<file path="config.mk">
export PLATFORM = sky130hd
export DESIGN_NAME = evpsc_ctrl
export DESIGN_NICKNAME = d
export VERILOG_FILES = /design/src/pkg/evpsc_pkg.sv /design/src/rtl/evpsc_ctrl.sv
export VERILOG_INCLUDE_DIRS = /design/src /design/src/pkg
export SDC_FILE = /design/constraint.sdc
export NUM_CORES = 1
export LEC_CHECK = 0
export BUFFER_PORTS_ARGS = -buffer_cell sky130_fd_sc_hd__clkbuf_2
export CAP_MARGIN = 20
export CORE_MARGIN = 2
export CORE_UTILIZATION = 49
export DETAILED_ROUTE_END_ITERATION = 10
export GPL_ROUTABILITY_DRIVEN = 0
export PLACE_DENSITY_LB_ADDON = 0.08
export SLEW_MARGIN = 20
export SYNTH_ARGS = -nofsm -noshare
export SYNTH_HDL_FRONTEND = slang
export SYNTH_SLANG_ARGS = --single-unit
</file>
<file path="constraint.sdc">
create_clock -name ref_clk_in -period 2.22 [get_ports ref_clk_in]
set_input_delay 0.444 -clock ref_clk_in [delete_from_list [all_inputs] [get_ports ref_clk_in]]
set_output_delay 0.444 -clock ref_clk_in [all_outputs]
set_load 0.05 [all_outputs]
</file>
<file path="src/pkg/evpsc_defines.svh">
/*
 * constants for the pilot state controller: timing counts, band codes,
 * pwm figures. assumes a 125 MHz system clock.
 */
`ifndef EVPSC_DEFINES_SVH
`define EVPSC_DEFINES_SVH

// ---------------------------------------------------------------
// clock and timing
// ---------------------------------------------------------------
`define EVPSC_CLK_HZ 125000000
// background tick rate in hz
`define EVPSC_TICK_HZ 4000
`define EVPSC_TICK_DIV (`EVPSC_CLK_HZ / `EVPSC_TICK_HZ)
// pilot pwm frequency in hz (nominal 1 khz)
`define EVPSC_PWM_HZ 1000
`define EVPSC_PWM_PERIOD (`EVPSC_CLK_HZ / `EVPSC_PWM_HZ)
// high-time duty in percent, advertises 15 a
`define EVPSC_PWM_DUTY_PCT 25
`define EVPSC_PWM_HIGH (`EVPSC_PWM_PERIOD * `EVPSC_PWM_DUTY_PCT / 100)
// self-test response window in ms, counted in 4 khz ticks
`define EVPSC_ST_WAIT_MS 30
`define EVPSC_ST_WAIT_TICKS (`EVPSC_ST_WAIT_MS * `EVPSC_TICK_HZ / 1000)
// burst length in ticks (one tick per coil toggle)
`define EVPSC_ST_BURST_TICKS 16

// ---------------------------------------------------------------
// pilot band codes from the level comparator
// ---------------------------------------------------------------
`define EVPSC_BAND_A 3'h0
`define EVPSC_BAND_B 3'h1
`define EVPSC_BAND_C 3'h2
`define EVPSC_BAND_D 3'h3
`define EVPSC_BAND_INV 3'h4

`endif

</file>
<file path="src/pkg/evpsc_pkg.sv">
/*
 * types for the pilot state controller.
 * assumes evpsc_defines.svh for numeric constants.
 */
package evpsc_pkg;
    // controller states
    typedef enum logic [3:0] {
        EVPSC_START,
        EVPSC_ST_RUN,
        EVPSC_ST_WAIT,
        EVPSC_ST_PASS,
        EVPSC_STATE_A,
        EVPSC_STATE_B,
        EVPSC_STATE_C,
        EVPSC_STATE_D,
        EVPSC_FAULT
    } evpsc_state_t;
endpackage

</file>
<file path="src/rtl/evpsc_ctrl.sv">
/*
 * pilot state controller: self-test of the ground-fault detector, then
 * pilot signalling states a-d with relay control and latched faults.
 * assumes an external comparator bank gives a 3-bit band code of the
 * sampled pilot high level, and async fault inputs from the field.
 */
// Contract
// - state a: pilot held high, no pwm
// - drop to band b starts pwm
// - pwm near 1 khz at 25 percent
// - band c while modulating closes relay
// - band d seen in state c, behave as state c
// - self-test: 2 khz coil burst from tick
// - detector pulse expected within 30 ms
// - missing pulse: self-test fault, fault state
// - unplug from b or c returns to a
// - faults latch until restart only
`timescale 1ns/1ps
`include "evpsc_defines.svh"

module evpsc_ctrl
    import evpsc_pkg::*;
(
    input wire logic ref_clk_in,
    input wire logic rstn_in,
    input wire logic [2:0] pilot_band_in, // sampled pilot band code
    input wire logic gfd_pulse_in, // ground-fault detector output
    input wire logic relay_stuck_in, // relay weld sense
    output logic pilot_out, // pilot drive, high = +12 v
    output logic relay_close_out, // power relay command
    output logic coil_out, // self-test coil drive
    output logic [3:0] state_out, // current state code
    output logic [3:0] fault_out // st, gf, relay, pilot
);

    // ---------------------------------------------------------------
    // input synchronisers
    // ---------------------------------------------------------------
    logic [2:0] band_s1_reg; // first stage, read only by second
    logic [2:0] band_reg; // synced band code
    logic [2:0] band_d_reg; // synced code one cycle older
    logic gfd_s1_reg;
    logic gfd_reg;
    logic gfd_d_reg; // for edge detect
    logic stuck_s1_reg;
    logic stuck_reg;

    // two flops on every pin before use
    always_ff @(posedge ref_clk_in or negedge rstn_in) begin
        if (!rstn_in) begin
            band_s1_reg <= `EVPSC_BAND_A;
            band_reg <= `EVPSC_BAND_A;
            band_d_reg <= `EVPSC_BAND_A;
            gfd_s1_reg <= 1'b0;
            gfd_reg <= 1'b0;
            gfd_d_reg <= 1'b0;
            stuck_s1_reg <= 1'b0;
            stuck_reg <= 1'b0;
        end else begin
            band_s1_reg <= pilot_band_in;
            band_reg <= band_s1_reg;
            band_d_reg <= band_reg;
            gfd_s1_reg <= gfd_pulse_in;
            gfd_reg <= gfd_s1_reg;
            gfd_d_reg <= gfd_reg;
            stuck_s1_reg <= relay_stuck_in;
            stuck_reg <= stuck_s1_reg;
        end
    end

    // ---------------------------------------------------------------
    // band decode
    // ---------------------------------------------------------------
    // act on a code held two cycles; the sync can catch a mid-change
    wire band_steady = (band_reg == band_d_reg);
    wire in_a = band_steady && (band_reg == `EVPSC_BAND_A);
    wire in_b = band_steady && (band_reg == `EVPSC_BAND_B);
    wire in_c = band_steady && (band_reg == `EVPSC_BAND_C);
    wire in_d = band_steady && (band_reg == `EVPSC_BAND_D);
    wire in_inv = band_steady && (band_reg > `EVPSC_BAND_D); // 4 and up
    wire gfd_rise = gfd_reg && !gfd_d_reg;

    // ---------------------------------------------------------------
    // 4 khz background tick
    // ---------------------------------------------------------------
    logic [15:0] tick_cnt_reg;
    logic tick_reg; // one-cycle pulse at 4 khz
    wire tick_wrap = (tick_cnt_reg == 16'(`EVPSC_TICK_DIV - 1));

    always_ff @(posedge ref_clk_in or negedge rstn_in) begin
        if (!rstn_in) begin
            tick_cnt_reg <= 16'h0000;
            tick_reg <= 1'b0;
        end else begin
            tick_cnt_reg <= tick_wrap ? 16'h0000 : tick_cnt_reg + 16'h0001;
            tick_reg <= tick_wrap;
        end
    end

    // ---------------------------------------------------------------
    // state machine
    // ---------------------------------------------------------------
    evpsc_state_t state_reg, state_next;
    logic [7:0] st_cnt_reg; // burst / wait tick count
    logic [3:0] fault_reg; // latched faults
    logic [3:0] fault_next;
    wire signalling = (state_reg == EVPSC_STATE_A) ||
                      (state_reg == EVPSC_STATE_B) ||
                      (state_reg == EVPSC_STATE_C) ||
                      (state_reg == EVPSC_STATE_D);
    wire burst_done = (st_cnt_reg == 8'(`EVPSC_ST_BURST_TICKS - 1));
    // response window counts from burst start; wait gets the rest
    wire wait_over = (st_cnt_reg == 8'(`EVPSC_ST_WAIT_TICKS -
                      `EVPSC_ST_BURST_TICKS - 1));

    // faults only ever set; reset is the only clear
    always_comb begin
        fault_next = fault_reg;
        if (state_reg == EVPSC_ST_WAIT && tick_reg && wait_over &&
            !gfd_rise) begin
            fault_next[0] = 1'b1;
        end
        if (gfd_rise && state_reg != EVPSC_ST_RUN &&
            state_reg != EVPSC_ST_WAIT) begin
            fault_next[1] = 1'b1; // real ground fault trip
        end
        if (stuck_reg && state_reg != EVPSC_STATE_C &&
            state_reg != EVPSC_STATE_D) begin
            fault_next[2] = 1'b1; // relay closed when it should not be
        end
        if (signalling && in_inv) begin
            fault_next[3] = 1'b1;
        end
    end

    // next state; any latched fault wins
    always_comb begin
        state_next = state_reg;
        unique case (state_reg)
            EVPSC_START: state_next = EVPSC_ST_RUN;
            EVPSC_ST_RUN: begin
                // the detector may answer during the burst already
                if (gfd_rise) begin
                    state_next = EVPSC_ST_PASS;
                end else if (tick_reg && burst_done) begin
                    state_next = EVPSC_ST_WAIT;
                end
            end
            EVPSC_ST_WAIT: begin
                if (gfd_rise) begin
                    state_next = EVPSC_ST_PASS;
                end
            end
            EVPSC_ST_PASS: state_next = EVPSC_STATE_A;
            EVPSC_STATE_A: begin
                if (in_b) begin
                    state_next = EVPSC_STATE_B;
                end
            end
            EVPSC_STATE_B: begin
                if (in_a) begin
                    state_next = EVPSC_STATE_A;
                end else if (in_c) begin
                    state_next = EVPSC_STATE_C;
                end
            end
            EVPSC_STATE_C: begin
                if (in_a) begin
                    state_next = EVPSC_STATE_A;
                end else if (in_b) begin
                    state_next = EVPSC_STATE_B;
                end else if (in_d) begin
                    state_next = EVPSC_STATE_D;
                end
            end
            // venting unsupported, fall back to c behaviour
            EVPSC_STATE_D: state_next = EVPSC_STATE_C;
            EVPSC_FAULT: state_next = EVPSC_FAULT;
        endcase
        if (fault_next != 4'h0) begin
            state_next = EVPSC_FAULT;
        end
    end

    // state, faults and self-test tick count
    always_ff @(posedge ref_clk_in or negedge rstn_in) begin
        if (!rstn_in) begin
            state_reg <= EVPSC_START;
            fault_reg <= 4'h0;
            st_cnt_reg <= 8'h00;
        end else begin
            state_reg <= state_next;
            fault_reg <= fault_next;
            if (state_next != state_reg) begin
                st_cnt_reg <= 8'h00;
            end else if (tick_reg) begin
                st_cnt_reg <= st_cnt_reg + 8'h01;
            end
        end
    end

    // ---------------------------------------------------------------
    // pilot pwm generator
    // ---------------------------------------------------------------
    logic [16:0] pwm_cnt_reg;
    wire pwm_wrap = (pwm_cnt_reg == 17'(`EVPSC_PWM_PERIOD - 1));
    wire pwm_high = (pwm_cnt_reg < 17'(`EVPSC_PWM_HIGH));
    // modulation runs in b, c and d; a holds dc high
    wire modulate = (state_next == EVPSC_STATE_B) ||
                    (state_next == EVPSC_STATE_C) ||
                    (state_next == EVPSC_STATE_D);
    wire pilot_next = modulate ? pwm_high : 1'b1;
    wire relay_next = (state_next == EVPSC_STATE_C) ||
                      (state_next == EVPSC_STATE_D);
    // coil toggles once per 4 khz tick, giving 2 khz
    wire coil_next = (state_reg == EVPSC_ST_RUN && state_next ==
                      EVPSC_ST_RUN) ? (coil_out ^ tick_reg) : 1'b0;

    // counter restarts on entering modulation for a clean first period
    always_ff @(posedge ref_clk_in or negedge rstn_in) begin
        if (!rstn_in) begin
            pwm_cnt_reg <= 17'h00000;
        end else if (!modulate || pwm_wrap) begin
            pwm_cnt_reg <= 17'h00000;
        end else begin
            pwm_cnt_reg <= pwm_cnt_reg + 17'h00001;
        end
    end

    // ---------------------------------------------------------------
    // registered outputs
    // ---------------------------------------------------------------
    // pilot idles high so the vehicle sees state a from reset
    always_ff @(posedge ref_clk_in or negedge rstn_in) begin
        if (!rstn_in) begin
            pilot_out <= 1'b1;
            relay_close_out <= 1'b0;
            coil_out <= 1'b0;
            state_out <= 4'h0;
            fault_out <= 4'h0;
        end else begin
            pilot_out <= pilot_next;
            relay_close_out <= relay_next;
            coil_out <= coil_next;
            state_out <= 4'(state_next);
            fault_out <= fault_next;
        end
    end

    // ---------------------------------------------------------------
    // checks
    // ---------------------------------------------------------------
    chk_state_a_dc: assert property (@(posedge ref_clk_in)
        disable iff (!rstn_in)
        (state_reg == EVPSC_STATE_A) |-> pilot_out)
        else $error("pilot not dc high in state a");
    chk_b_starts_pwm: assert property (@(posedge ref_clk_in)
        disable iff (!rstn_in)
        (state_reg == EVPSC_STATE_A && state_next == EVPSC_STATE_B)
        |=> pilot_out ##1 pilot_out)
        else $error("pwm did not start high on entering b");
    chk_relay_in_c: assert property (@(posedge ref_clk_in)
        disable iff (!rstn_in)
        (state_reg == EVPSC_STATE_C) |-> relay_close_out)
        else $error("relay open in state c");
    chk_d_returns_c: assert property (@(posedge ref_clk_in)
        disable iff (!rstn_in)
        (state_reg == EVPSC_STATE_D) |=>
        (state_reg == EVPSC_STATE_C || state_reg == EVPSC_FAULT))
        else $error("state d did not return to c");
    chk_coil_on_tick: assert property (@(posedge ref_clk_in)
        disable iff (!rstn_in)
        $changed(coil_out) && $past(state_reg) == EVPSC_ST_RUN &&
        $past(state_next) == EVPSC_ST_RUN |-> $past(tick_reg))
        else $error("coil toggled off the tick");
    chk_st_timeout: assert property (@(posedge ref_clk_in)
        disable iff (!rstn_in)
        (state_reg == EVPSC_ST_WAIT && tick_reg && wait_over && !gfd_rise)
        |=> (state_reg == EVPSC_FAULT) && fault_out[0])
        else $error("missing self-test pulse not faulted");
    chk_unplug_to_a: assert property (@(posedge ref_clk_in)
        disable iff (!rstn_in)
        (state_reg == EVPSC_STATE_B && in_a && fault_next == 4'h0)
        |=> (state_reg == EVPSC_STATE_A))
        else $error("unplug did not return to a");
    chk_fault_sticky: assert property (@(posedge ref_clk_in)
        disable iff (!rstn_in)
        (state_reg == EVPSC_FAULT) |=> (state_reg == EVPSC_FAULT) &&
        !relay_close_out &&
        ((fault_reg & $past(fault_reg)) == $past(fault_reg)))
        else $error("fault state left or faults cleared");
    chk_invalid_band: assert property (@(posedge ref_clk_in)
        disable iff (!rstn_in)
        (signalling && in_inv) |=> fault_out[3] ##1 fault_out[3])
        else $error("invalid band not faulted");

endmodule

</file>
### After elaboration in Yosys (flattened, before gate mapping)

Index checks and enable logic that the tools add are counted.

* flip-flop bits (word level): 67
* output and inout bits: 11
* input bits: 7
* word-level logic and storage cells: 99

* $add $sub $neg: 3
* reduce and logical (&&, ||, !) cells: 30
* equal/unequal tests: 25
* bitwise logic cells: 1
* order comparisons: 2
* mux-type cells: 21

Operators by type and width (number)
* two-way mux 4 bit: 10
* case mux 4 bit (9 select lines): 1
* equality test 4 x 3 -> 1 bit, second input constant: 7
* adder 17 x 1 -> 17 bit, second input constant: 1
* equality test 17 bit, second input constant: 1
* less-than comparator 17 x 15 -> 1 bit, second input constant: 1
* two-way mux 17 bit: 1
* adder 16 x 1 -> 16 bit, second input constant: 1
* equality test 16 x 15 -> 1 bit, second input constant: 1
* logical AND 1 bit: 16
* two-way mux 16 bit: 1
* two-way mux 8 bit: 2
* adder 8 x 1 -> 8 bit, second input constant: 1
* equality test 4 x 1 -> 1 bit, second input constant: 2
* equality test 4 x 2 -> 1 bit, second input constant: 2
* equality test 8 x 4 -> 1 bit, second input constant: 1
* equality test 8 x 7 -> 1 bit, second input constant: 1
* inequality test 4 x 3 -> 1 bit, second input constant: 2
* logical OR 1 bit: 7
* equality test 3 x 2 -> 1 bit, second input constant: 2
* two-way mux 1 bit: 6
* equality test 4 bit, second input constant: 1
* logical NOT 4 bit: 1
* inequality test 4 x 1 -> 1 bit, second input constant: 1
* 10 further kinds: 12

### Longest topological paths before layout

Gate-level depths: netlist (run 1).

* depth in word-level cells: 14
* depth in mapped cells: 9
* gate-level depth less buffers: 8

### Worst setup path after synthesis (run 1)

OpenSTA, ideal clock, no wires.

* kind: flip-flop to flip-flop
* from: register, netlist name state_out[2]
* to: register pilot_out
* cell stages (with the launch flop): 8
* library setup time: 0.084 ns
* setup slack: -0.411 ns
* clock period less this slack: 2.631 ns
* data required time: 2.136 ns
* path buffers: 2
* data arrival time: 2.546 ns
* cells stage by stage: dfrtp_1 > buf_2 > nor3_1 > a41o_1 > or4_4 > a2111o_1 > buf_6 > or2_2

RTL lines
* end signal, assigned: RTL line evpsc_ctrl.sv:242 `pilot_out <= pilot_next;`
* end, declared: RTL line evpsc_ctrl.sv:29 `output logic pilot_out,`

### Worst setup path after layout (run 1)

* from: register band_d_reg[1]
* to: register pwm_cnt_reg[3]

* elaborated cells on any way between the ends: 25
* those cells by class: eq/ne (4); mux (10); reduce/logical (11)

RTL lines
* start, declared: RTL line evpsc_ctrl.sv:41 `logic [2:0] band_d_reg;`
* start signal, assigned: RTL line evpsc_ctrl.sv:53 `` band_d_reg <= `EVPSC_BAND_A; ``
* start signal, assigned: RTL line evpsc_ctrl.sv:62 `band_d_reg <= band_reg;`
* equality test 3 bit *: RTL line evpsc_ctrl.sv:75 `wire band_steady = (band_reg == band_d_reg);`
* logical AND 1 bit *: RTL line evpsc_ctrl.sv:80 `` wire in_inv = band_steady && (band_reg > `EVPSC_BAND_D); ``
* logical AND 1 bit *: RTL line evpsc_ctrl.sv:131 `if (signalling && in_inv) begin`
* two-way mux 1 bit *: RTL line evpsc_ctrl.sv:131
* named net fault_next[3]: RTL line evpsc_ctrl.sv:106 `logic [3:0] fault_next;`
* nonzero test 4 bit *: RTL line evpsc_ctrl.sv:180 `if (fault_next != 4'h0) begin`
* two-way mux 4 bit *: RTL line evpsc_ctrl.sv:180
* equality test 4 x 3 -> 1 bit, on equally long branches: RTL line evpsc_ctrl.sv:209, evpsc_ctrl.sv:210
* logical OR 1 bit: RTL line evpsc_ctrl.sv:209 `wire modulate = (state_next == EVPSC_STATE_B) ||`
* logical OR 1 bit *: RTL line evpsc_ctrl.sv:210 `(state_next == EVPSC_STATE_C) ||`
* logical NOT 1 bit *: RTL line evpsc_ctrl.sv:223 `end else if (!modulate || pwm_wrap) begin`
* logical OR 1 bit *: RTL line evpsc_ctrl.sv:223
* two-way mux 17 bit *: RTL line evpsc_ctrl.sv:223
* end signal, assigned: RTL line evpsc_ctrl.sv:226 `pwm_cnt_reg <= pwm_cnt_reg + 17'h00001;`
* end, declared: RTL line evpsc_ctrl.sv:205 `logic [16:0] pwm_cnt_reg;`

The timed path passes the listed nets; every way through them passes the cells marked *.
A chain may end at the register's enable or synchronous reset.

==> impl_metrics.env, run 1 <==
export IMPL_status="finished with violations"
export IMPL_violations="negative setup slack"
export IMPL_avgRoutedWirePerCell_um=14.4
export IMPL_synth_nets=305
export IMPL_die_area_mm2=0.00721
export IMPL_syn_cell_area_mm2=0.00321
export IMPL_cts_tree="built"
export IMPL_fillCellCount=520
export IMPL_crit_arrival_ps=2640
export IMPL_yosysSeqAreaShare_pct=52.3
export IMPL_ys_warn_count=0
export IMPL_diodes=0
export IMPL_hold_path_class="input pin to asynchronous set/reset pin"
export IMPL_synth_distinct_cells=54
export IMPL_crit_type="flip-flop to flip-flop"
export IMPL_grt_pass1_wl_um=10800
export IMPL_place_port_buffers=17
export IMPL_critPathCaptureType="flip-flop"
export IMPL_max_freq_mhz=422
export IMPL_io_pins=18
export IMPL_syn_area_per_cell_um2=10.9
export IMPL_grt_use_total_pct=19.0
export IMPL_layout_nets=370
export IMPL_worstSkewPairLatency_ps=340
export IMPL_fin_crit_sh_pct=107
export IMPL_drive_gt1_share_pct=35.4
export IMPL_grtUsageMet1_pct=26.1
export IMPL_dpl_cell_count=415
export IMPL_die_w_um=84.9
export IMPL_crit_slowest_cell="or4_4"
export IMPL_synth_edf_count=0
export IMPL_cts_made_buffers=9
export IMPL_busiest_layer="met2"
export IMPL_dpl_hpwl_um=4260
export IMPL_start_util_pct=50.5
export IMPL_synth_compound_area_share_pct=6.87
export IMPL_tightestPinTransition_ps=377
export IMPL_final_max_slew_viol_count=0
export IMPL_ant_nets=0
export IMPL_ys_ff_latch=67
export IMPL_largest_register_ffs=17
export IMPL_cts_sinks=67
export IMPL_htreeDepth=3
export IMPL_drc=0
export IMPL_syn_inst=294
export IMPL_reg2regPathDepth=7
export IMPL_cts_root_buf="clkbuf_8"
export IMPL_synth_top_family_by_area="simple AND/OR/NAND/NOR gates"
export IMPL_grt_pass1_vias=2344
export IMPL_vias=2349
export IMPL_rsz0062_at_grt="true"
export IMPL_final_common_cell="dfrtp_1"
export IMPL_yosys_area_share_adder_pct=1.56
export IMPL_drt_iter0_markers=116
export IMPL_setup_violations=28
export IMPL_use_met3_pct=5.16
export IMPL_routed_via_density=5.33
export IMPL_wl_um=6360
export IMPL_yosys_area_share_simple_pct=26.0
export IMPL_period_needed_ps=2370
export IMPL_synthXorXnorAreaFrac_pct=10.4
export IMPL_async_reset_ff_share_pct=100
export IMPL_worst_slew_margin_rel_pct=74.8
export IMPL_powerDensity_mw_per_mm2=541
export IMPL_synthMuxAreaShare_pct=0.312
export IMPL_coreArea_mm2=0.00635
export IMPL_die_y_um=84.9
export IMPL_path_cells="xor2_2 > nor3_2 > a31o_2 > or4_4 > a2111o_1 > o21bai_4 > nor2_1"
export IMPL_final_cell_mix="dfrtp_1 (62), buf_4 (38), nor2_1 (33), nand2_1 (21), xor2_1 (21)"
export IMPL_grtUsageMet2_pct=28.3
export IMPL_num_rows=29
export IMPL_setup_slack_ps=-152
export IMPL_drv_max_cap_violation_count=0
export IMPL_synthFlopType="dfrtp_1"
export IMPL_fin_worst_skew_ps=9.87
export IMPL_area_growth_pct=26.4
export IMPL_clockBufferDepth=2
export IMPL_overflow=0
export IMPL_clkSlewWorstSetupHoldPaths_ps=70
export IMPL_max_vdd_ir_drop_mv=0.407
export IMPL_grt_max_degree=39
export IMPL_drtPass1Iterations=4
export IMPL_instances_no_fill=441
export IMPL_cp_start_kind="flip-flop"
export IMPL_grt_antenna_before_repair=0
export IMPL_slowest_delay_ps=590
export IMPL_p_leak_nw=1.70
export IMPL_tns_ps=-3070
export IMPL_required_ps=2490
export IMPL_dp_slack_ps=-169
export IMPL_final_hold_violation_count=0
export IMPL_cp_max_fo=6
[where the power goes]
group	leakage, nW	switching (W)	total [W]	internal (W)
Sequential	0.865	0.0000100	0.00124	0.00123
Clock	0.0928	0.000464	0.000894	0.000430
Combinational	0.738	0.0000362	0.0000565	0.0000203
Total	1.70	0.000510	0.00219	0.00168
[critical path: cells and delay by family (launching register included)]
family	cells	cell delay (ps)
AND/OR/NAND/NOR	3	760
flip-flops	1	420
AO/OA/AOI/OAI	3	860
XOR/XNOR	1	240
[logic make-up after synthesis]
| logic type | count (synthesis) |
|---|---|
| AO/OA/AOI/OAI | 28 |
| flip-flops | 67 |
| multiplexers | 1 |
| adder cells (fa/ha/maj) | 4 |
| AND/OR/NAND/NOR | 143 |
| XOR/XNOR | 38 |
| buffers and inverters | 13 |
[cell usage after synthesis, types with 2 or more instances]
| cell | number | area share, % |
|---|---|---|
| o21ai_0 | 6 | 0.94 |
| nor4_1 | 4 | 0.78 |
| buf_6 | 3 | 1.1 |
| buf_2 | 2 | 0.31 |
| and3_1 | 4 | 0.78 |
| dfrtp_1 | 66 | 52 |
| xnor2_1 | 15 | 4.1 |
| nand3b_1 | 3 | 0.70 |
| nand3_1 | 16 | 2.5 |
| nand2b_1 | 4 | 0.78 |
| nand2b_4 | 2 | 0.86 |
| xor2_1 | 23 | 6.3 |
| or2_2 | 2 | 0.39 |
| o21ai_1 | 2 | 0.31 |
| inv_1 | 5 | 0.59 |
| nand2_1 | 21 | 2.5 |
| buf_4 | 2 | 0.47 |
| or3_1 | 5 | 0.98 |
| nor3b_2 | 8 | 3.1 |
| nand4_1 | 6 | 1.2 |
| a21oi_1 | 5 | 0.78 |
| nor3b_1 | 2 | 0.47 |
| o211ai_1 | 2 | 0.47 |
| nor4b_1 | 3 | 0.82 |
| nor2_1 | 44 | 5.2 |
| ha_1 | 4 | 1.6 |
| nor3_1 | 7 | 1.1 |
| nor2b_1 | 2 | 0.39 |
[final cells by class]
| cell class | count | area [um^2] | area share (%) |
|---|---|---|---|
| clock buffer | 11 | 141 | 3.49 |
| sequential | 67 | 1680 | 41.5 |
| timing repair buffer | 61 | 455 | 11.2 |
| multi-input combinational | 215 | 1630 | 40.2 |
| tap | 77 | 96.3 | 2.38 |
| clock inverter | 5 | 28.8 | 0.710 |
| inverter | 5 | 18.8 | 0.463 |
[through the flow]
step	instance area (um^2)	total power, W	util, %	hold WS [ps]
3_5_place_dp	3630	0.00132	57.1	338
5_1_grt	4050	0.00228	63.8	85.2
3_3_place_gp	3630	0.00132	57.1	332
2_1_floorplan	3220	0.00127	-	148
6_report	4050	0.00219	63.8	64.0
4_1_cts	3880	0.00221	61.2	60.3
[what timing repair did]
action / 4_1_cts / 5_1_grt
setup endpoints to repair: 28 / 28
endpoints found under the hold margin: 0 / 0
pin swaps: 15 / 20
gates resized for setup: 6 / 32
setup buffers: 5 / 4
gates cloned: 1 / 0
hold buffers: 0 / 0
[per-layer routing]
metal | wire (um) | share of wire [%] | vias up
li1 | - | - | 1153
met4 | 108 | 1.7 | 0
met5 | 0 | 0 | -
met1 | 3110 | 49 | 1158
met2 | 2950 | 46 | 28
met3 | 193 | 3.0 | 10
[worst paths after layout]
kind / from / to / slack (ps)
worst max-delay path: band_d_reg[1]$_DFF_PN0_ / pwm_cnt_reg[3]$_DFF_PN0_ / -150
max in group asynchronous: rstn_in / tick_cnt_reg[12]$_DFF_PN0_ / 1790
worst max register to register: band_d_reg[1]$_DFF_PN0_ / pwm_cnt_reg[3]$_DFF_PN0_ / -150
min in group ref_clk_in: gfd_pulse_in / gfd_s1_reg$_DFF_PN0_ / 200
worst min register to register: band_s1_reg[0]$_DFF_PN0_ / band_reg[0]$_DFF_PN0_ / 350
worst min-delay path: rstn_in / band_s1_reg[1]$_DFF_PN0_ / 60
Note: power is estimated with default switching activity, not from simulation.
==> inputs of run 2 (changes only) <==
ABC_AREA = 1   (was default)
==> impl_metrics.env, run 2 <==
export IMPL_status="completed"
export IMPL_synth_area_leaders="dfrtp_1 (49%), nand2_1 (9.0%), nor2_1 (5.9%)"
export IMPL_cp_max_fo=17
export IMPL_yosysSeqAreaShare_pct=49.6
export IMPL_grtUsageMet1_pct=22.4
export IMPL_overflow=0
export IMPL_routed_via_density=4.94
export IMPL_period_needed_ps=1950
export IMPL_clockPowerShare_pct=44.1
export IMPL_syn_inst=387
export IMPL_worstSkewPairLatency_ps=340
export IMPL_synth_distinct_cells=36
export IMPL_busiest_layer="met2"
export IMPL_grt_use_total_pct=17.6
export IMPL_final_hold_violation_count=0
export IMPL_setup_slack_ps=268
export IMPL_place_area_mm2=0.00357
export IMPL_grt_antenna_before_repair=0
export IMPL_place_port_buffers=17
export IMPL_syn_cell_area_mm2=0.00338
export IMPL_final_common_cell="nand2_1"
export IMPL_drv_max_cap_violation_count=0
export IMPL_synth_top_area_cell="dfrtp_1"
export IMPL_use_met3_pct=3.98
export IMPL_coreArea_mm2=0.00672
export IMPL_diodes=0
export IMPL_drt_iter0_markers=114
export IMPL_synth_nets=398
export IMPL_grt_max_degree=68
export IMPL_r2r_slack_ps=270
export IMPL_holdBufCountCts=0
export IMPL_clkSlewWorstSetupHoldPaths_ps=80
export IMPL_synth_edf_count=0
export IMPL_num_rows=30
export IMPL_worst_slew_margin_rel_pct=76.0
export IMPL_grtUsageMet2_pct=28.7
export IMPL_drtPass1Iterations=5
export IMPL_syn_area_per_cell_um2=8.74
export IMPL_die_w_um=87.1
export IMPL_async_reset_ff_share_pct=100
export IMPL_synth_most_common_cell="nand2_1"
export IMPL_layout_nets=426
export IMPL_ant_nets=0
export IMPL_crit_arrival_ps=2220
export IMPL_vias=2470
export IMPL_stdcell_area_mm2=0.00378
export IMPL_rsz0062_at_grt="false"
export IMPL_ys_warn_count=0
export IMPL_grt_pass1_wl_um=10500
export IMPL_p_int_w=0.00177
export IMPL_cts_root_buf="clkbuf_8"
export IMPL_powerDensity_mw_per_mm2=613
export IMPL_final_max_slew_viol_count=0
export IMPL_sw_frac_of_total_pct=23.5
export IMPL_tightestPinTransition_ps=357
export IMPL_cts_tree="built"
export IMPL_final_cell_mix="nand2_1 (81), dfrtp_1 (65), inv_1 (52), nor2_1 (50), nand3_1 (19)"
export IMPL_synthXorXnorAreaFrac_pct=5.70
export IMPL_max_freq_mhz=512
export IMPL_yosys_area_share_adder_pct=1.48
export IMPL_sequentialPowerShare_pct=53.5
export IMPL_io_pins=18
export IMPL_p_comb_share_pct=2.4
export IMPL_area_growth_pct=11.9
export IMPL_cts_sinks=67
export IMPL_post_cts_setup_buffer_count=0
export IMPL_synthDominantCellAreaShare_pct=48.9
export IMPL_dpl_hpwl_um=4110
export IMPL_yosys_area_share_simple_pct=30.8
export IMPL_largest_register_ffs=17
export IMPL_hold_path_class="input pin to asynchronous set/reset pin"
export IMPL_worst_hold_slack_ps=98.8
export IMPL_synth_top_family_by_area="simple AND/OR/NAND/NOR gates"
export IMPL_drive_gt1_share_pct=17.9
export IMPL_fin_worst_skew_ps=8.03
export IMPL_max_vdd_ir_drop_mv=0.252
export IMPL_avgRoutedWirePerCell_um=11.8
export IMPL_wl_um=5910
export IMPL_synthMuxAreaShare_pct=0.296
export IMPL_grt_pass1_vias=2445
export IMPL_setup_violations=0
export IMPL_htreeDepth=3
export IMPL_start_util_pct=50.3
export IMPL_dp_slack_ps=185
export IMPL_crit_type="flip-flop to flip-flop"
export IMPL_p_leak_nw=1.77
export IMPL_synthFlopType="dfrtp_1"
export IMPL_clockBufferDepth=2
export IMPL_ys_ff_latch=67
export IMPL_fin_crit_sh_pct=87.9
export IMPL_synth_compound_area_share_pct=4.77
export IMPL_drc=0
export IMPL_cts_made_buffers=9
export IMPL_die_y_um=87.1
export IMPL_critPathCaptureType="flip-flop"
export IMPL_p_switching_w=0.000545
export IMPL_synth_commonest_cells="nand2_1 (81), dfrtp_1 (66), nor2_1 (53)"
export IMPL_die_area_mm2=0.00758
export IMPL_cp_start_kind="flip-flop"
export IMPL_tns_ps=0
export IMPL_required_ps=2490
[run 2: cell types whose count changed after synthesis, moves of 5 or more]
| cell | previous run | this run |
|---|---|---|
| inv_1 | 5 | 52 |
| nor3b_2 | 8 | 0 |
| nor2_1 | 44 | 53 |
| or3_1 | 5 | 0 |
| xnor2_1 | 15 | 5 |
| nand2_1 | 21 | 81 |
| xor2_1 | 23 | 17 |
| nor2_4 | 0 | 13 |
[run 2: cells by family after synthesis]
group | count (synthesis)
mux | 1
simple gates | 208
compound gates | 26
flops | 67
buf+inv | 59
xor+xnor | 22
fa+ha+maj | 4
[run 2: worst max-delay path, stage by stage, from the launching register on]
cell and delay [ps]:
dfrtp_2 480, inv_1 160, nand3_2 110, nand3_1 120
nand2_2 70, nor2_4 160, nand2_4 90, clkinv_4 70
nand2_2 90, a21oi_4 210, nand2_8 180, nor2_1 130
[run 2: power by group through the flow]
| stage | combinational (W) | clock [W] | sequential [W] |
|---|---|---|---|
| after floorplan | 0.0000210 | 0 | 0.00126 |
| after global placement | 0.0000574 | 0 | 0.00126 |
| after detailed placement | 0.0000581 | 0 | 0.00126 |
| after CTS | 0.0000581 | 0.00105 | 0.00124 |
| after global routing | 0.0000654 | 0.00112 | 0.00124 |
| final | 0.0000554 | 0.00102 | 0.00124 |
[run 2: final timing paths]
path / cells after the start / to / startpoint
hold reg to reg: 0 / band_reg[1]$_DFF_PN0_ / band_s1_reg[1]$_DFF_PN0_
min in group ref_clk_in: 1 / band_s1_reg[0]$_DFF_PN0_ / pilot_band_in[0]
setup / recovery: 11 / pwm_cnt_reg[4]$_DFF_PN0_ / state_out[1]$_DFF_PN0_
max in group asynchronous: 2 / pilot_out$_DFF_PN1_ / rstn_in
setup reg to reg: 11 / pwm_cnt_reg[4]$_DFF_PN0_ / state_out[1]$_DFF_PN0_
hold / removal: 2 / band_d_reg[1]$_DFF_PN0_ / rstn_in
[run 2: layer usage]
metal  wire, um  part of all wire, %  up-vias
met2       2790                   47       37
met5          0                    0        -
met4         92                  1.6        0
met3        189                  3.2       10
li1           -                    -     1278
met1       2840                   48     1145
[run 2: area by class of cell]
class | instances | area, um^2
clock buffer | 9 | 124
inverter | 57 | 219
clock inverter | 7 | 76.3
sequential | 67 | 1680
timing repair buffer | 19 | 113
tap | 80 | 100
multi-input combinational | 261 | 1470
fill | 623 | 2940
[run 2: metrics by stage]
step           std cells  total power, W  utilization, %
6_report             500         0.00232            56.3
5_1_grt              500         0.00242            56.3
4_1_cts              500         0.00235            56.1
3_5_place_dp         484         0.00132            53.1
3_3_place_gp         484         0.00132            53.1
2_1_floorplan        387         0.00128               -
[run 2: repair_timing]
action                     in CTS  in global routing
hold endpoints to repair        0                  0
resized for setup               0                  5
setup endpoints to repair       0                 25
